[config.mk]
export PLATFORM = sky130hd
export DESIGN_NAME = dmdc_mode_ctrl
export DESIGN_NICKNAME = d
export VERILOG_FILES = /design/src/shared/dmdc_pkg.sv /design/src/hdl/dmdc_cmd_decode.sv /design/src/hdl/dmdc_mpr_serializer.sv /design/src/hdl/dmdc_mode_ctrl.sv
export VERILOG_INCLUDE_DIRS = /design/src /design/src/shared
export SDC_FILE = /design/constraint.sdc
export NUM_CORES = 1
export LEC_CHECK = 0
export ABC_AREA = 1
export BUFFER_PORTS_ARGS = -buffer_cell sky130_fd_sc_hd__buf_2
export CAP_MARGIN = 20
export CORE_UTILIZATION = 30
export CTS_BUF_LIST = sky130_fd_sc_hd__clkbuf_8 sky130_fd_sc_hd__clkbuf_16
export CTS_CLUSTER_DIAMETER = 60
export CTS_CLUSTER_SIZE = 16
export DETAILED_ROUTE_END_ITERATION = 6
export GPL_TIMING_DRIVEN = 1
export PLACE_DENSITY = 0.57
export SKIP_LAST_GASP = 1
export SLEW_MARGIN = 30
export SYNTH_ARGS = -nofsm -noshare
export SYNTH_HDL_FRONTEND = slang
export SYNTH_SLANG_ARGS = --single-unit
[constraint.sdc]
create_clock -name core_clk -period 2.8 [get_ports core_clk]
set_input_delay 0.56 -clock core_clk [delete_from_list [all_inputs] [get_ports core_clk]]
set_output_delay 0.56 -clock core_clk [all_outputs]
set_load 0.05 [all_outputs]
[src/shared/dmdc_defs.svh]
`ifndef DMDC_DEFS_SVH
`define DMDC_DEFS_SVH
// command encodings {csN, rasN, casN, weN}
`define DMDC_CMD_NOP      4'h7
`define DMDC_CMD_READ     4'h5
`define DMDC_CMD_WRITE    4'h4
`define DMDC_CMD_MRS      4'h0
`define DMDC_CMD_REF      4'h1
// mode register selects on bank address
`define DMDC_MR0          3'h0
`define DMDC_MR1          3'h1
`define DMDC_MR2          3'h2
`define DMDC_MR3          3'h3
// address bit positions
`define DMDC_A_DLLDIS     0
`define DMDC_A_MPREN      2
`define DMDC_A_AP         10
`define DMDC_A_BC         12
`define DMDC_A_DLLRST     8
// MR0 burst length field codes
`define DMDC_BL_FIXED8    2'h0
`define DMDC_BL_OTF       2'h1
`define DMDC_BL_FIXED4    2'h2
// MPR location for the calibration pattern
`define DMDC_MPR_LOC_CAL  2'h0
// calibration pattern, beat 0 in bit 0
`define DMDC_MPR_PATTERN  8'hAA
// reset values and burst beat counts
`define DMDC_RST_CL       4'h6
`define DMDC_RST_AL       4'h0
`define DMDC_BEATS_BL8    4'h8
`define DMDC_BEATS_BC4    4'h4
`endif

[src/shared/dmdc_pkg.sv]
package dmdc_pkg;
  typedef enum logic [2:0] {
    DMDC_OP_NONE,
    DMDC_OP_READ_ARRAY,
    DMDC_OP_READ_MPR,
    DMDC_OP_WRITE,
    DMDC_OP_MRS,
    DMDC_OP_OTHER
  } dmdc_op_t;

  typedef struct packed {
    logic       csN;
    logic       rasN;
    logic       casN;
    logic       weN;
    logic [2:0] bank;
    logic [15:0] addr;
  } dmdc_cmd_t;

  typedef struct packed {
    logic       valid;
    dmdc_op_t   op;
    logic [2:0] bank;
    logic [15:0] addr;
  } dmdc_dec_t;

  typedef struct packed {
    logic       mprEnable;
    logic [1:0] mprLoc;
    logic       dllOff;
    logic       dllReset;
    logic [1:0] burstMode;
    logic [3:0] casLatency;
    logic [3:0] addLatency;
  } dmdc_mode_t;

  typedef struct packed {
    logic       start;
    logic       mpr;
    logic       chop;
    logic       upperNibble;
    logic       autoPre;
  } dmdc_rd_t;
endpackage

[src/hdl/dmdc_cmd_decode.sv]
`timescale 1ns/1ps
`include "dmdc_defs.svh"
module dmdc_cmd_decode
(
  input  wire dmdc_pkg::dmdc_cmd_t cmd,
  input  wire logic                mprEnable,
  output      dmdc_pkg::dmdc_dec_t dec
);
  always_comb
  begin
    dec       = '0;
    dec.bank  = cmd.bank;
    dec.addr  = cmd.addr;
    if (cmd.csN)
    begin
      dec.valid = 1'b0;
      dec.op    = dmdc_pkg::DMDC_OP_NONE;
    end
    else
    begin
      unique case ({cmd.csN, cmd.rasN, cmd.casN, cmd.weN})
        `DMDC_CMD_NOP:
        begin
          dec.valid = 1'b0;
          dec.op    = dmdc_pkg::DMDC_OP_NONE;
        end
        `DMDC_CMD_READ:
        begin
          dec.valid = 1'b1;
          dec.op    = mprEnable ? dmdc_pkg::DMDC_OP_READ_MPR
                                : dmdc_pkg::DMDC_OP_READ_ARRAY;
        end
        `DMDC_CMD_WRITE:
        begin
          dec.valid = 1'b1;
          dec.op    = dmdc_pkg::DMDC_OP_WRITE;
        end
        `DMDC_CMD_MRS:
        begin
          dec.valid = 1'b1;
          dec.op    = dmdc_pkg::DMDC_OP_MRS;
        end
        default:
        begin
          dec.valid = 1'b1;
          dec.op    = dmdc_pkg::DMDC_OP_OTHER;
        end
      endcase
    end
  end
endmodule // dmdc_cmd_decode

[src/hdl/dmdc_mpr_serializer.sv]
`timescale 1ns/1ps
`include "dmdc_defs.svh"
module dmdc_mpr_serializer
#(
  parameter int DQ_BYTES = 2
)
(
  input  wire logic                  core_clk,
  input  wire logic                  resetn,
  input  wire logic                  start,
  input  wire logic                  chop,
  input  wire logic                  upperNibble,
  input  wire logic                  replicate,
  input  wire logic [1:0]            mprLoc,
  output      logic [8*DQ_BYTES-1:0] mprData,
  output      logic                  mprValid
);
  typedef struct packed {
    logic [3:0] beat;
    logic [3:0] left;
    logic [15:0] dq;
    logic       valid;
    logic       rep;
    logic       rfu;
  } dmdc_ser_st_t;

  dmdc_ser_st_t st_reg;
  dmdc_ser_st_t st_next;
  logic         bitNow;
  logic [7:0]   pattern;
  logic [2:0]   beatSel;
  logic         rfuSel;
  logic         repSel;

  // first beat leaves on the start edge itself, so no cycle is lost to the read latency
  assign beatSel = start ? ((chop && upperNibble) ? 3'h4 : 3'h0) : st_reg.beat[2:0];
  assign rfuSel  = start ? (mprLoc != `DMDC_MPR_LOC_CAL) : st_reg.rfu;
  assign repSel  = start ? replicate : st_reg.rep;
  // reserved locations return zero, a safe defined answer
  assign pattern = rfuSel ? 8'h00 : `DMDC_MPR_PATTERN;
  assign bitNow  = pattern[beatSel];

  always_comb
  begin
    st_next       = st_reg;
    st_next.valid = 1'b0;
    if (start || (st_reg.left != 4'h0))
    begin
      st_next.valid = 1'b1;
      st_next.beat  = {1'b0, beatSel} + 4'h1;
      st_next.left  = start ? ((chop ? `DMDC_BEATS_BC4 : `DMDC_BEATS_BL8) - 4'h1)
                            : (st_reg.left - 4'h1);
      st_next.rep   = repSel;
      st_next.rfu   = rfuSel;
      st_next.dq    = '0;
      for (int b = 0; b < DQ_BYTES; b++)
      begin
        st_next.dq[8*b]      = bitNow;
        st_next.dq[8*b+1 +: 7] = repSel ? {7{bitNow}} : 7'h00;
      end
    end
  end

  always_ff @(posedge core_clk or negedge resetn)
  begin
    if (!resetn)
      st_reg <= '0;
    else
      st_reg <= st_next;
  end

  assign mprData  = st_reg.dq[8*DQ_BYTES-1:0];
  assign mprValid = st_reg.valid;
endmodule // dmdc_mpr_serializer

[src/hdl/dmdc_mode_ctrl.sv]
`timescale 1ns/1ps
`include "dmdc_defs.svh"
// Notes on behaviour
// - while readout mode is on, every read goes to the register, MR3 A1:0 select
// - in readout mode a read with auto precharge does no precharge
// - with MR3 A2 clear, reads and writes use the array normally
// - lowest line of each byte carries the bit; others copy it or zero
// - readout ignores bank and upper column bits; controller sends A1:0 as 00
// - BL8 beats 0 to 7; chop picks beats 0-3 or 4-7 by A2
// - burst chop comes from MR0 or on the fly through A12
// - readout uses normal read latency; controller waits for DLL lock
// - location 00 returns 0,1,0,1 pattern; other locations reserved
// - chip select low with other strobes high is a no-operation
// - chip select high starts nothing new; running work continues
// - MR1 A0 set turns the DLL off until written back to zero
// - DLL-off supports only CL 6 with CWL 6
// - DLL-off read strobe starts at AL+CL-1 instead of AL+CL
module dmdc_mode_ctrl
#(
  parameter int DQ_BYTES = 2,
  parameter int LAT_W    = 6
)
(
  input  wire core_clk,
  input  wire resetn,
  input  wire dmdc_pkg::dmdc_cmd_t cmdIn,
  input  wire logic                cke,
  input  wire logic                mprReplicate,
  output      logic [8*DQ_BYTES-1:0] dqOut,
  output      logic [8*DQ_BYTES-1:0] dqOe,
  output      logic                dqsOe,
  output      dmdc_pkg::dmdc_mode_t modeOut,
  output      logic                arrayReadStart,
  output      logic                arrayWriteStart,
  output      logic                autoPrechargeReq,
  output      logic                dllResetPulse,
  output      logic                latencyUnsupported,
  output      logic                illegalInMpr
);
  typedef struct packed {
    dmdc_pkg::dmdc_mode_t mode;
    logic [LAT_W-1:0]     rdDelay;
    logic                 rdPending;
    dmdc_pkg::dmdc_rd_t   rd;
    logic                 arrRd;
    logic                 arrWr;
    logic                 autoPre;
    logic                 dllRst;
    logic                 illegal;
    logic [3:0]           cwl;
  } dmdc_ctl_st_t;

  dmdc_ctl_st_t        st_reg;
  dmdc_ctl_st_t        st_next;
  dmdc_pkg::dmdc_dec_t dec;
  logic                mprStart;
  logic [8*DQ_BYTES-1:0] mprData;
  logic                mprValid;
  logic [LAT_W-1:0]    readLat;
  logic                chopNow;

  dmdc_cmd_decode u_decode
  (
    .cmd       (cmdIn),
    .mprEnable (st_reg.mode.mprEnable),
    .dec       (dec)
  );

  // dll off shortens read latency by one cycle
  always_comb
  begin
    readLat = LAT_W'(st_reg.mode.addLatency) + LAT_W'(st_reg.mode.casLatency);
    if (st_reg.mode.dllOff)
      readLat = readLat - LAT_W'(1);
  end

  // chop from MR0 fixed setting or A12 when on the fly is enabled
  always_comb
  begin
    unique case (st_reg.mode.burstMode)
      `DMDC_BL_FIXED4: chopNow = 1'b1;
      `DMDC_BL_OTF:    chopNow = ~dec.addr[`DMDC_A_BC];
      default:         chopNow = 1'b0;
    endcase
  end

  always_comb
  begin
    st_next          = st_reg;
    st_next.arrRd    = 1'b0;
    st_next.arrWr    = 1'b0;
    st_next.autoPre  = 1'b0;
    st_next.dllRst   = 1'b0;
    st_next.illegal  = 1'b0;
    st_next.rd.start = 1'b0;
    if (st_reg.rdPending)
    begin
      // fire one cycle early: array and serializer each take a cycle to launch
      if (st_reg.rdDelay <= LAT_W'(2))
      begin
        st_next.rdPending = 1'b0;
        st_next.rd.start  = st_reg.rd.mpr;
        st_next.arrRd     = ~st_reg.rd.mpr;
        st_next.autoPre   = st_reg.rd.autoPre;
      end
      else
        st_next.rdDelay = st_reg.rdDelay - LAT_W'(1);
    end
    // commands are only taken with cke high; running bursts continue regardless
    if (cke && dec.valid)
    begin
      unique case (dec.op)
        dmdc_pkg::DMDC_OP_READ_MPR:
        begin
          st_next.rdPending      = 1'b1;
          st_next.rdDelay        = readLat;
          st_next.rd.mpr         = 1'b1;
          st_next.rd.chop        = chopNow;
          st_next.rd.upperNibble = dec.addr[`DMDC_A_MPREN];
          st_next.rd.autoPre     = 1'b0;
          // bank and other column bits are not looked at here
        end
        dmdc_pkg::DMDC_OP_READ_ARRAY:
        begin
          st_next.rdPending      = 1'b1;
          st_next.rdDelay        = readLat;
          st_next.rd.mpr         = 1'b0;
          st_next.rd.chop        = chopNow;
          st_next.rd.upperNibble = 1'b0;
          st_next.rd.autoPre     = dec.addr[`DMDC_A_AP];
        end
        dmdc_pkg::DMDC_OP_WRITE:
        begin
          st_next.arrWr   = ~st_reg.mode.mprEnable;
          st_next.illegal = st_reg.mode.mprEnable;
        end
        dmdc_pkg::DMDC_OP_MRS:
        begin
          unique case (dec.bank)
            `DMDC_MR0:
            begin
              st_next.mode.burstMode  = dec.addr[1:0];
              st_next.mode.casLatency = {dec.addr[2], dec.addr[6:4]};
              st_next.dllRst          = dec.addr[`DMDC_A_DLLRST];
              st_next.mode.dllReset   = dec.addr[`DMDC_A_DLLRST];
            end
            `DMDC_MR1:
            begin
              st_next.mode.dllOff     = dec.addr[`DMDC_A_DLLDIS];
              st_next.mode.addLatency = {2'h0, dec.addr[4:3]};
            end
            `DMDC_MR2:
              st_next.cwl = {1'b0, dec.addr[5:3]} + 4'h5;
            `DMDC_MR3:
            begin
              st_next.mode.mprEnable = dec.addr[`DMDC_A_MPREN];
              st_next.mode.mprLoc    = dec.addr[1:0];
            end
            default:
            begin
              st_next.mode = st_reg.mode;
            end
          endcase
        end
        default:
          st_next.illegal = st_reg.mode.mprEnable;
      endcase
    end
  end

  always_ff @(posedge core_clk or negedge resetn)
  begin
    if (!resetn)
    begin
      st_reg                 <= '0;
      st_reg.mode.casLatency <= `DMDC_RST_CL;
      st_reg.mode.addLatency <= `DMDC_RST_AL;
      st_reg.cwl             <= `DMDC_RST_CL;
    end
    else
      st_reg <= st_next;
  end

  assign mprStart = st_reg.rd.start;

  dmdc_mpr_serializer #(
    .DQ_BYTES (DQ_BYTES)
  ) u_mpr (
    .core_clk    (core_clk),
    .resetn      (resetn),
    .start       (mprStart),
    .chop        (st_reg.rd.chop),
    .upperNibble (st_reg.rd.upperNibble),
    .replicate   (mprReplicate),
    .mprLoc      (st_reg.mode.mprLoc),
    .mprData     (mprData),
    .mprValid    (mprValid)
  );

  assign dqOut            = mprData;
  assign dqOe             = {(8*DQ_BYTES){mprValid}};
  assign dqsOe            = mprValid;
  assign modeOut          = st_reg.mode;
  assign arrayReadStart   = st_reg.arrRd;
  assign arrayWriteStart  = st_reg.arrWr;
  assign autoPrechargeReq = st_reg.autoPre;
  assign dllResetPulse    = st_reg.dllRst;
  assign illegalInMpr     = st_reg.illegal;
  // only CL 6 / CWL 6 is honoured with the dll off
  assign latencyUnsupported = st_reg.mode.dllOff &&
    ((st_reg.mode.casLatency != `DMDC_RST_CL) || (st_reg.cwl != `DMDC_RST_CL));
endmodule // dmdc_mode_ctrl

# Word level (Yosys, flattened, before mapping)
# Cells that the tools add are included.
[op_classes]
n_addsub = 7
magnitude_cmp = 2
eq_ne = 14
mux = 34
bitwise_logic = 3
reduce_logical = 17
[op_table]
columns = ["cell", "n"]
rows = [
  ["$mux 7", 3],
  ["$mux 4", 5],
  ["$mux 6", 3],
  ["$mux 8", 2],
  ["$pmux 4 s4", 1],
  ["$eq 3x2->1 const B", 4],
  ["$eq 4x3->1 const B", 3],
  ["$mux 1", 12],
  ["$reduce_and 3->1", 4],
  ["$mux 3", 3],
  ["$ne 4x3->1 const B", 2],
  ["$pmux 4 s2", 1],
  ["$sub 4x1->4 const B", 2],
  ["$eq 3x1->1 const B", 2],
  ["$le 6x2->1 const B", 1],
  ["$sub 5x1->6 const B", 1],
  ["$sub 6x1->6 const B", 1],
  ["$add 2x4->5", 1],
  ["$add 3x3->4 const B", 1],
  ["$logic_not 4->1", 1],
  ["$lt 3x4->1 const B", 1],
  ["$mux 2", 2],
  ["$reduce_bool 2->1", 2],
  ["$reduce_bool 4->1", 1],
  ["other kinds (13)", 18],
]
[word_totals]
reg_bits = 60
output_inout_bits = 54
wordCells = 103

# Depth between registers and ports, before layout
# Gate-level depths: netlist (run 1).
[logic_depth]
depth_word = 7
ltp_mapped = 12

# Modules after synthesis
# Synthesis (run 1) repeated with hierarchy kept, for this count alone.
[hier_totals]
hier_cells = 372
hier_area_um2 = 2945.3
[by_module_without_submodules]
columns = ["mod", "n_inst", "cells_per_inst", "area_each_um2", "seq_area_each_um2"]
rows = [
  ["dmdc_mode_ctrl", 1, 265, 2100.8, 855.8],
  ["dmdc_mpr_serializer", 1, 68, 613.1, 250.2],
  ["dmdc_cmd_decode", 1, 39, 231.5, 0.0],
]

# Least setup slack after synthesis (run 1)
# No wires, ideal clock.
[synth_timing]
path_kind = "register -> output"
start = "register st_reg, in the netlist modeOut[6]"
end = "output latencyUnsupported"
arrival_time_ps = 1384
required_time_ps = 2240
path_slack_ps = 856
path_stages_with_launch = 5
path_buffers = 1
path_cell_list = "dfstp_2 -> buf_2 -> inv_1 -> nor4_1 -> a21oi_1"
[synth_via]
elab_chain_len = 3
[synth_rtl]
columns = ["element", "line_no", "source"]
rows = [
  ["from (decl)", "dmdc_mode_ctrl.sv:53", "dmdc_ctl_st_t st_reg;"],
  ["from (signal assigned)", "dmdc_mode_ctrl.sv:181", "st_reg <= st_next;"],
  ["$ne 4x3->1 (no source line)", "n/a", ""],
  ["$logic_or 1x1->1", "dmdc_mode_ctrl.sv:211", "((st_reg.mode.casLatency != `DMDC_RST_CL) || (st_reg.cwl != `DMDC_RST_CL));"],
  ["$logic_and 1x1->1", "dmdc_mode_ctrl.sv:210", "assign latencyUnsupported = st_reg.mode.dllOff &&"],
  ["to (decl)", "dmdc_mode_ctrl.sv:37", "output logic latencyUnsupported,"],
]
# No other way between the ends.

# Worst setup path after layout (run 1)
# Ends and elaborated chain as after synthesis.

==> flow_summary.json, run 1 <==
{
  "run_status": "finished clean",
  "post-route-worst-setup-slack_ps": 641.8,
  "post_cts_resize_count": 0,
  "global_route.usage.total_pct": 11.78,
  "timing.reg2reg.worst_path_depth": 11,
  "floorplan.die_area_mm2": 0.009248,
  "timing.setup.tns_ps": 0,
  "clock_tree_from_tritoncts": "done",
  "clock_tree.root_cell": "sky130_fd_sc_hd__clkbuf_8",
  "maxClockFrequency_ghz": 0.4633,
  "rows": 33,
  "reg2reg_setup_slack_ps": 780,
  "slew_headroom_pct": 64.13,
  "ys_seq_elements": 43,
  "drt_first_iter_violations": 97,
  "period_needed_ps": 2158,
  "final_cells": 463,
  "worstSkewPairLatency_ps": 300,
  "cellLeakagePower_nw": 1.575,
  "hold_viol_final": 0,
  "fin_worst_skew_ps": 8.721,
  "finalCoreUtilization_pct": 34.56,
  "placed_cells": 455,
  "ioPinCount": 81,
  "placement.io_buffers": 72,
  "yosys.cell_types.count": 28,
  "drt_pre_antenna_iters": 4,
  "synth_warnings": 0,
  "num_vias": 2020,
  "cts.htree.levels": 2,
  "antenna_cells_inserted": 0,
  "post-route-period-util_pct": 77.08,
  "clockBufferDepth": 2,
  "die_height_um": 96.17,
  "critical_path.startpoint_type": "register",
  "post_synth_inst_count": 327,
  "critical_path.reg2reg.startpoint": "modeOut[4]",
  "hold_path.class": "in -> async",
  "largest_register_ffs": 14,
  "final_max_slew_viol_count": 0,
  "cell_area_after_synthesis_mm2": 0.002660,
  "multi_input_area_mm2": 0.001012,
  "main_combinational_cell_family_by_area_after_synthesis": "simple AND/OR/NAND/NOR gates",
  "remaining_drc_errors": 0,
  "cts-buffers-inserted": 5,
  "cp_max_fo": 9,
  "fp.coreArea_mm2": 0.008382,
  "synth_simple_gate_area_share_pct": 23.14,
  "critPathKind": "reg -> out",
  "grt_antenna_before_repair": 0,
  "critical_path_end": "latencyUnsupported",
  "layout.nets": 394,
  "gp_routability_congestion": 0.7952,
  "timing.final.setup_violations": 0,
  "yosysSeqAreaShare_pct": 40.64,
  "rsz_0062_raised_after_global_routing": "false",
  "peakVddDrop_v": 0.0003651,
  "synth_compound_area_share_pct": 8.655,
  "first_global_vias": 1892,
  "yosys-mux-area-fraction_pct": 0,
  "finalHoldWorstSlack_ps": 236.8,
  "drt-vias-per-instance": 4.363,
  "drive_gt1_share_pct": 28.21,
  "antenna_left": 0,
  "clock_sinks": 43,
  "starting_utilization_of_the_core_area_pct": 31.74,
  "power_density_mw_per_mm2": 938.1,
  "detailedPlacementHpwl_mm": 3.938,
  "post-place-ws_ps": 800.6,
  "critical_path.startpoint": "modeOut[6]",
  "register_area_mm2": 0.001081,
  "clkSlewWorstSetupHoldPaths_ps": 90,
  "maxCapViolCount": 0,
  "postCtsSetupRepairBufs": 0,
  "wl_per_cell_um": 10.83,
  "timing_worst_slew_pin_value_ps": 538.1,
  "synth-async-reset-ratio_pct": 100.0,
  "synth.avg_cell_area_um2": 8.135,
  "globalRoute.totalOverflow": 0,
  "postSynth.topFlopCell": "sky130_fd_sc_hd__dfrtp_1",
  "nFillCells": 901,
  "timing.critical_path.required_ps": 2240,
  "grt_pass1_wl_mm": 8.466,
  "rr_endpoint": "st_reg[19]",
  "hold_buf_cts": 0,
  "synthAdderAreaFrac_pct": 4.986,
  "pin_count_of_the_biggest_net_entering_global_routing": 44,
  "count_of_flip_flops_with_a_built_in_enable_after_synthesis": 0,
  "totalWireLength_mm": 5.016,
  "syn_to_final_growth_pct": 8.890,
  "endpoint_kind": "output port",
  "worst_ep_arrival_time_ps": 1600,
  "yosys.area_share.xor_xnor_pct": 0.9878,
  "die_w_um": 96.17
}
[worst min-delay path by stage]
stage / to / slack, ps / depth (start not counted)
3_5_place_dp: arrayReadStart / 420 / 1
3_3_place_gp: arrayReadStart / 420 / 1
6_report: st_reg[0] / 240 / 1
5_1_grt: dllResetPulse / 280 / 1
4_1_cts: dllResetPulse / 260 / 1
2_1_floorplan: arrayReadStart / 260 / 0
[report_power, final]
group,internal (mW),leakage [nW],switching [mW]
sequential,0.781,0.533,0.129
combinational,0.321,0.987,0.987
clock,0.269,0.0548,0.230
[cells in the mapped netlist, types with 3 or more instances]
library cell               count  area (um^2)
sky130_fd_sc_hd__ha_1          9        112.6
sky130_fd_sc_hd__nor2_1       23        86.33
sky130_fd_sc_hd__o21ai_2       7        61.31
sky130_fd_sc_hd__nand4_1       3        18.77
sky130_fd_sc_hd__a21oi_1       7        35.03
sky130_fd_sc_hd__buf_4        48        360.4
sky130_fd_sc_hd__nand3_1      19        95.09
sky130_fd_sc_hd__nand2_1      71        266.5
sky130_fd_sc_hd__nand4_4       3        63.81
sky130_fd_sc_hd__xor2_1        3        26.28
sky130_fd_sc_hd__dfrtp_1      39        975.9
sky130_fd_sc_hd__dfstp_2       4        105.1
sky130_fd_sc_hd__inv_1        48        180.2
sky130_fd_sc_hd__nand3b_1      3        22.52
sky130_fd_sc_hd__o21ai_0      22        110.1
[layout by cell type (no fill, tap or decap), types with 2 or more instances in the layout]
cell	synthesis	routed
sky130_fd_sc_hd__or2_2	2	2
sky130_fd_sc_hd__buf_2	1	71
sky130_fd_sc_hd__o21ai_2	7	7
sky130_fd_sc_hd__a21oi_1	7	7
sky130_fd_sc_hd__o211ai_1	2	2
sky130_fd_sc_hd__inv_2	2	2
sky130_fd_sc_hd__nand4_1	3	3
sky130_fd_sc_hd__clkbuf_8	0	5
sky130_fd_sc_hd__nand3b_1	3	3
sky130_fd_sc_hd__o21ai_0	22	22
sky130_fd_sc_hd__nor3_1	2	2
sky130_fd_sc_hd__nor4_1	2	2
sky130_fd_sc_hd__nand4_4	3	3
sky130_fd_sc_hd__nand3_1	19	19
sky130_fd_sc_hd__nand2_1	71	71
sky130_fd_sc_hd__ha_1	9	9
sky130_fd_sc_hd__dfrtp_1	39	39
sky130_fd_sc_hd__nor2_1	23	23
sky130_fd_sc_hd__conb_1	1	2
sky130_fd_sc_hd__xor2_1	3	3
sky130_fd_sc_hd__inv_1	48	48
sky130_fd_sc_hd__dfstp_2	4	4
[logic make-up (layout without fill, tap and decap cells)]
kind of cell	count (synthesis)	after routing
and+or+nand+nor	130	130
buffers and inverters	101	131
DFF	43	43
AOI/OAI and AO/OA	39	39
adders and majority gates	10	10
xor gates and xnor gates	3	3
other	1	2
[metrics by stage]
step | area, um^2 | power [mW]
after floorplan | 2664 | 2.160
after global placement | 2779 | 2.215
after detailed placement | 2781 | 2.237
after CTS | 2897 | 2.746
after global routing | 2897 | 2.916
final | 2897 | 2.717
[per-layer routing]
layer / global-route usage, % / vias to the layer above / wire (um)
li1: - / 1037 / -
met1: 13.96 / 917 / 2278
met2: 20.27 / 59 / 2364
met3: 3.633 / 7 / 322
met4: 3.607 / 0 / 51
met5: 0 / - / 0
[cell type report]
cell class | instances | area share (%)
Multi-Input combinational cell | 184 | 34.95
Tap cell | 105 | 4.536
Sequential cell | 43 | 37.32
Clock inverter | 3 | 1.598
Clock buffer | 5 | 2.376
Inverter | 51 | 6.695
Timing Repair Buffer | 72 | 12.53
[worst max-delay path: stages, from the launching register on]
cell	delay, ps
sky130_fd_sc_hd__dfstp_2	620
sky130_fd_sc_hd__inv_1	100
sky130_fd_sc_hd__nor4_1	260
sky130_fd_sc_hd__a21oi_1	100
sky130_fd_sc_hd__buf_2	220
Power figures use the tool's default switching activity.
==> run 2, diff against run 1 <==
- PLACE_DENSITY: 0.57 -> 0.59
- clock period: 2.8 -> 1.95 ns (I/O delays scaled with it)
==> flow_summary.json, run 2 (synthesis gave the netlist of run 1 again) <==
{
  "run_status": "finished clean",
  "antenna_left": 0,
  "pin_count_of_the_biggest_net_entering_global_routing": 24,
  "mostFrequentLayoutCell": "sky130_fd_sc_hd__buf_2",
  "placed_cells": 459,
  "num_vias": 1998,
  "timing_worst_slew_pin_value_ps": 505.2,
  "fp.coreArea_mm2": 0.008382,
  "antenna_cells_inserted": 0,
  "power_density_mw_per_mm2": 1291,
  "gp_routability_congestion": 0.8129,
  "die_height_um": 96.17,
  "ioPinCount": 81,
  "maxCapViolCount": 0,
  "detailedPlacementHpwl_mm": 3.970,
  "timing.critical_path.required_ps": 2140,
  "critical_path.startpoint_type": "register",
  "hold_viol_final": 0,
  "cellLeakagePower_nw": 1.619,
  "grt_pass1_wl_mm": 8.535,
  "endpoint_kind": "register",
  "drt_first_iter_violations": 79,
  "cts.htree.levels": 2,
  "drt-vias-per-instance": 4.242,
  "timing.final.setup_violations": 0,
  "clock_tree_from_tritoncts": "done",
  "period_needed_ps": 1858,
  "cp_max_fo": 3,
  "clockBufferDepth": 2,
  "rsz_0062_raised_after_global_routing": "true",
  "hold_buf_cts": 0,
  "remaining_drc_errors": 0,
  "hold_path.class": "in -> async",
  "maxClockFrequency_ghz": 0.5383,
  "rows": 33,
  "largest_register_ffs": 14,
  "peakVddDrop_v": 0.0005092,
  "clkSlewWorstSetupHoldPaths_ps": 80,
  "first_global_vias": 1876,
  "placement.io_buffers": 72,
  "total_power_mw": 3.816,
  "starting_utilization_of_the_core_area_pct": 31.74,
  "worstSkewPairLatency_ps": 290,
  "clock_tree.root_cell": "sky130_fd_sc_hd__clkbuf_8",
  "totalWireLength_mm": 4.969,
  "wl_per_cell_um": 10.55,
  "floorplan.die_area_mm2": 0.009248,
  "timing.setup.tns_ps": 0,
  "syn_to_final_growth_pct": 11.15,
  "worst_ep_arrival_time_ps": 2050,
  "drt_pre_antenna_iters": 4,
  "finalHoldWorstSlack_ps": 58.38,
  "post-route-period-util_pct": 95.27,
  "cts-buffers-inserted": 5,
  "global_route.usage.total_pct": 11.92,
  "highest_count_cells_in_the_layout_ignoring_fill_and_taps": "sky130_fd_sc_hd__buf_2 (72), sky130_fd_sc_hd__nand2_1 (71), sky130_fd_sc_hd__inv_1 (49), sky130_fd_sc_hd__dfrtp_1 (39)",
  "final_cells": 471,
  "clock_sinks": 43,
  "layout.nets": 402,
  "slew_headroom_pct": 66.32,
  "final_max_slew_viol_count": 0,
  "globalRoute.totalOverflow": 0,
  "fin_worst_skew_ps": 5.606,
  "drive_gt1_share_pct": 30.05,
  "critPathKind": "reg -> reg",
  "die_w_um": 96.17,
  "grt_antenna_before_repair": 0
}
-- run 2: path summary, 6_finish.rpt --
| check | cells past startpoint | start | slack [ps] | to |
|---|---|---|---|---|
| setup / recovery | 10 | modeOut[5] | 90 | st_reg[19] |
| hold / removal | 1 | resetn | 60 | st_reg[3] |
| setup reg to reg | 10 | modeOut[5] | 90 | st_reg[19] |
| hold reg to reg | 1 | st_reg[12] | 430 | arrayReadStart |
| max in group asynchronous | 2 | resetn | 1320 | modeOut[6] |
| min in group core_clk | 3 | cmdIn[6] | 300 | modeOut[6] |
-- run 2: timing repair --
action	4_1_cts	5_1_grt
buffers inserted	0	4
pin swaps	0	2
endpoints found under the setup margin	1	5
endpoints found under the hold margin	0	0
cloned	0	0
gates resized for setup	1	1
-- run 2: critical path, cell delays in order, from the launching register on --
cell,delay [ps]
sky130_fd_sc_hd__dfstp_2,530
sky130_fd_sc_hd__inv_1,60
sky130_fd_sc_hd__fa_1,530
sky130_fd_sc_hd__ha_1,170
sky130_fd_sc_hd__nand2_1,60
sky130_fd_sc_hd__nor2_2,120
sky130_fd_sc_hd__nand2_1,60
sky130_fd_sc_hd__nand2_1,50
sky130_fd_sc_hd__nand3_1,70
sky130_fd_sc_hd__nand2_1,70
sky130_fd_sc_hd__inv_1,30
-- run 2: power breakdown --
| part | internal (mW) | switching (mW) | leakage (nW) |
|---|---|---|---|
| clock network | 0.318 | 0.295 | 0.0557 |
| registers | 1.12 | 0.181 | 0.533 |
| logic | 0.480 | 1.42 | 1.03 |
-- run 2: final cells by class --
cell class / instances / area, um^2
Tap cell: 105 / 131.4
Timing Repair Buffer: 80 / 432.9
Inverter: 51 / 193.9
Clock buffer: 7 / 96.34
Fill cell: 891 / 5425
Clock inverter: 1 / 3.754
Sequential cell: 43 / 1081
Multi-Input combinational cell: 184 / 1017
-- run 2: per-layer routing --
layer | global-route usage (%) | vias up | share of wire, %
li1 | - | 1058 | -
met1 | 14.96 | 887 | 46
met2 | 19.98 | 51 | 46
met3 | 3.476 | 2 | 6.4
met4 | 2.985 | 0 | 0.72
met5 | 0 | - | 0
-- run 2: metrics by stage --
step	utilization [%]	instance area (um^2)	setup WS, ps
2_1_floorplan	-	2664	106.6
3_3_place_gp	33.66	2821	30.86
3_5_place_dp	33.66	2821	2.741
4_1_cts	34.89	2924	29.08
5_1_grt	35.27	2957	-45.58
6_report	35.27	2957	92.16
==> run 3, diff against run 2 <==
- ABC_AREA: 1 -> 0
- PLACE_DENSITY: 0.59 -> 0.6
==> flow_summary.json, run 3 <==
{
  "final_max_slew_viol_count": 0,
  "synth_warnings": 0,
  "post-place-ws_ps": -173.2,
  "layout.nets": 324,
  "ioPinCount": 81,
  "maxClockFrequency_ghz": 0.4827,
  "clock_sinks": 43,
  "critical_path.startpoint_type": "register",
  "final_area_mm2": 0.002907,
  "grt_use_met2_pct": 19.42,
  "num_vias": 1748,
  "ys_seq_elements": 43,
  "power.internal_mw": 1.937,
  "timing.setup.tns_ps": -121.8,
  "synthDominantAreaCellType": "sky130_fd_sc_hd__dfrtp_1",
  "timing_worst_slew_pin_value_ps": 512.3,
  "synth_largest_type_area_fraction_pct": 39.08,
  "switching_share_pct": 51.91,
  "mostFrequentLayoutCell": "sky130_fd_sc_hd__buf_2",
  "worstSkewPairLatency_ps": 290,
  "die_height_um": 93.24,
  "slew_headroom_pct": 65.53,
  "hold_path.class": "in -> async",
  "synth.avg_cell_area_um2": 10.41,
  "remaining_drc_errors": 0,
  "cp_max_fo": 2,
  "detailedPlacementHpwl_mm": 3.872,
  "cts.htree.levels": 2,
  "post-synth-top-count-cell": "sky130_fd_sc_hd__buf_4",
  "maxCapViolCount": 0,
  "cts-buffers-inserted": 5,
  "total_power_mw": 4.028,
  "globalRoute.totalOverflow": 0,
  "grt.met3_usage_pct": 3.171,
  "timing.final.setup_violations": 1,
  "postSynth.topFlopCell": "sky130_fd_sc_hd__dfrtp_1",
  "drt_first_iter_violations": 72,
  "global_route.usage.total_pct": 12.01,
  "gp_routability_congestion": 0.7831,
  "p_switching_mw": 2.091,
  "final_cells": 390,
  "grt_antenna_before_repair": 0,
  "antenna_left": 0,
  "grt_use_met1_pct": 15.92,
  "clkSlewWorstSetupHoldPaths_ps": 80,
  "failed_checks": "negative setup slack",
  "rsz_0062_raised_after_global_routing": "true",
  "post-route-worst-setup-slack_ps": -121.8,
  "totalWireLength_mm": 4.860,
  "grt_most_used_layer": "met2",
  "placement.io_buffers": 72,
  "synth_commonest_cells": "sky130_fd_sc_hd__buf_4 (47), sky130_fd_sc_hd__dfrtp_1 (39), sky130_fd_sc_hd__mux2_2 (16), sky130_fd_sc_hd__inv_1 (15), sky130_fd_sc_hd__nand2_1 (15)",
  "rows": 32,
  "cellLeakagePower_nw": 1.493,
  "period_needed_ps": 2072,
  "endpoint_kind": "register",
  "floorplan.die_area_mm2": 0.008694,
  "hold_viol_final": 0,
  "antenna_cells_inserted": 0,
  "crit_path_top_delay_cell": "sky130_fd_sc_hd__dfstp_2",
  "leading_post_synthesis_cells_by_cell_area": "sky130_fd_sc_hd__dfrtp_1 (39%), sky130_fd_sc_hd__buf_4 (14%), sky130_fd_sc_hd__mux2_2 (7.2%)",
  "largest_register_ffs": 14,
  "first_global_vias": 1646,
  "highest_count_cells_in_the_layout_ignoring_fill_and_taps": "sky130_fd_sc_hd__buf_2 (71), sky130_fd_sc_hd__dfrtp_1 (39), sky130_fd_sc_hd__buf_4 (18), sky130_fd_sc_hd__mux2_2 (15)",
  "yosysSeqAreaShare_pct": 43.29,
  "placement.cell_area_mm2": 0.002765,
  "timing.critical_path.required_ps": 2130,
  "nFillCells": 799,
  "pin_count_of_the_biggest_net_entering_global_routing": 18,
  "drive_gt1_share_pct": 46.53,
  "power.share.clock_pct": 14.7,
  "worstPathCellList": "inv_2 > fa_1 > ha_2 > nand2_2 > mux2_4 > a311oi_2 > a31oi_1",
  "critPathKind": "reg -> reg",
  "cp_slowest_stage_delay_ps": 540,
  "worst_ep_arrival_time_ps": 2250,
  "placed_cells": 382,
  "finalCoreUtilization_pct": 36.85,
  "post_synth_inst_count": 240,
  "finalHoldWorstSlack_ps": 8.018,
  "die_w_um": 93.24,
  "syn_to_final_growth_pct": 16.38,
  "clockBufferDepth": 2,
  "fp.coreArea_mm2": 0.007888,
  "synth-async-reset-ratio_pct": 100.0,
  "count_of_flip_flops_with_a_built_in_enable_after_synthesis": 0,
  "power.combinational.fraction_pct": 52.9,
  "clock_tree_from_tritoncts": "done",
  "power_density_mw_per_mm2": 1386,
  "clock_tree.root_cell": "sky130_fd_sc_hd__clkbuf_8",
  "post-route-period-util_pct": 106.2,
  "grt_pass1_wl_mm": 8.086,
  "fraction_of_power_consumed_by_sequential_logic_pct": 32.5,
  "yosys.cell_types.count": 48,
  "drt-vias-per-instance": 4.482,
  "cell_area_after_synthesis_mm2": 0.002497,
  "drt_pre_antenna_iters": 4,
  "starting_utilization_of_the_core_area_pct": 31.66,
  "peakVddDrop_v": 0.0005880,
  "hold_buf_cts": 0,
  "fin_worst_skew_ps": 8.837,
  "wl_per_cell_um": 12.46,
  "run_status": "complete, but fails checks"
}
run 3: changes by cell type after synthesis, sizes merged, moves of 5 or more:
cell	previous run	this run
nand2	71	15
inv	51	15
nand4	6	1
nand3	19	5
nor2	24	14
o21ai	29	6
mux2	0	16
run 3: path summary, 6_finish.rpt:
check                           start              to  depth (start not counted)  slack [ps]
setup / recovery           modeOut[5]      st_reg[19]                          7        -120
hold / removal                 resetn      st_reg[14]                          1           8
setup reg to reg           modeOut[5]      st_reg[19]                          7        -120
hold reg to reg            st_reg[12]  arrayReadStart                          1         430
max in group asynchronous      resetn      modeOut[5]                          2        1310
min in group core_clk       cmdIn[22]    illegalInMpr                          2         290
run 3: cell type report:
type / instances / area [um^2] / area share, %
sequential: 43 / 1081 / 37.19
multi-input combinational: 132 / 1045 / 35.94
timing repair buffer: 90 / 501.7 / 17.26
tap: 102 / 127.6 / 4.391
clock buffer: 6 / 82.58 / 2.841
inverter: 15 / 56.30 / 1.937
clock inverter: 2 / 12.51 / 0.4305
run 3: cells by family after synthesis:
family                   Yosys count  share of synthesized area (%)
AO/OA/AOI/OAI                     28                          7.415
XOR/XNOR                           8                          3.407
multiplexers                      19                          8.417
buffers and inverters             66                          17.08
adder cells (fa/ha/maj)           10                          5.311
flip-flops                        43                          43.29
other                              1                         0.1502
AND/OR/NAND/NOR                   65                          14.93
run 3: power by group through the flow:
stage / combinational, mW / sequential, mW / clock (mW)
detailed placement: 2.13 / 1.32 / 0
floorplan: 2.06 / 1.30 / 0
global placement: 2.11 / 1.31 / 0
CTS: 2.13 / 1.31 / 0.620
finish: 2.13 / 1.31 / 0.591
global route: 2.29 / 1.35 / 0.662
run 3: per-layer routing:
metal / share of wire, % / vias up
met1: 48 / 824
met2: 45 / 55
met3: 6.5 / 4
li1: - / 865
met4: 0.74 / 0
met5: 0 / -
run 3: critical path: cells and delay by family (launching register included):
family,cells,cell delay [ps]
muxes,1,310
and+or+nand+nor,1,60
buffers and inverters,1,40
adders and majority gates,2,700
AOI/OAI and AO/OA,2,310
DFF,1,540
run 3: timing repair:
action	in CTS	in global routing
pin swaps	0	4
gates resized for setup	3	7
buffers inserted	0	0
endpoints found under the setup margin	3	4
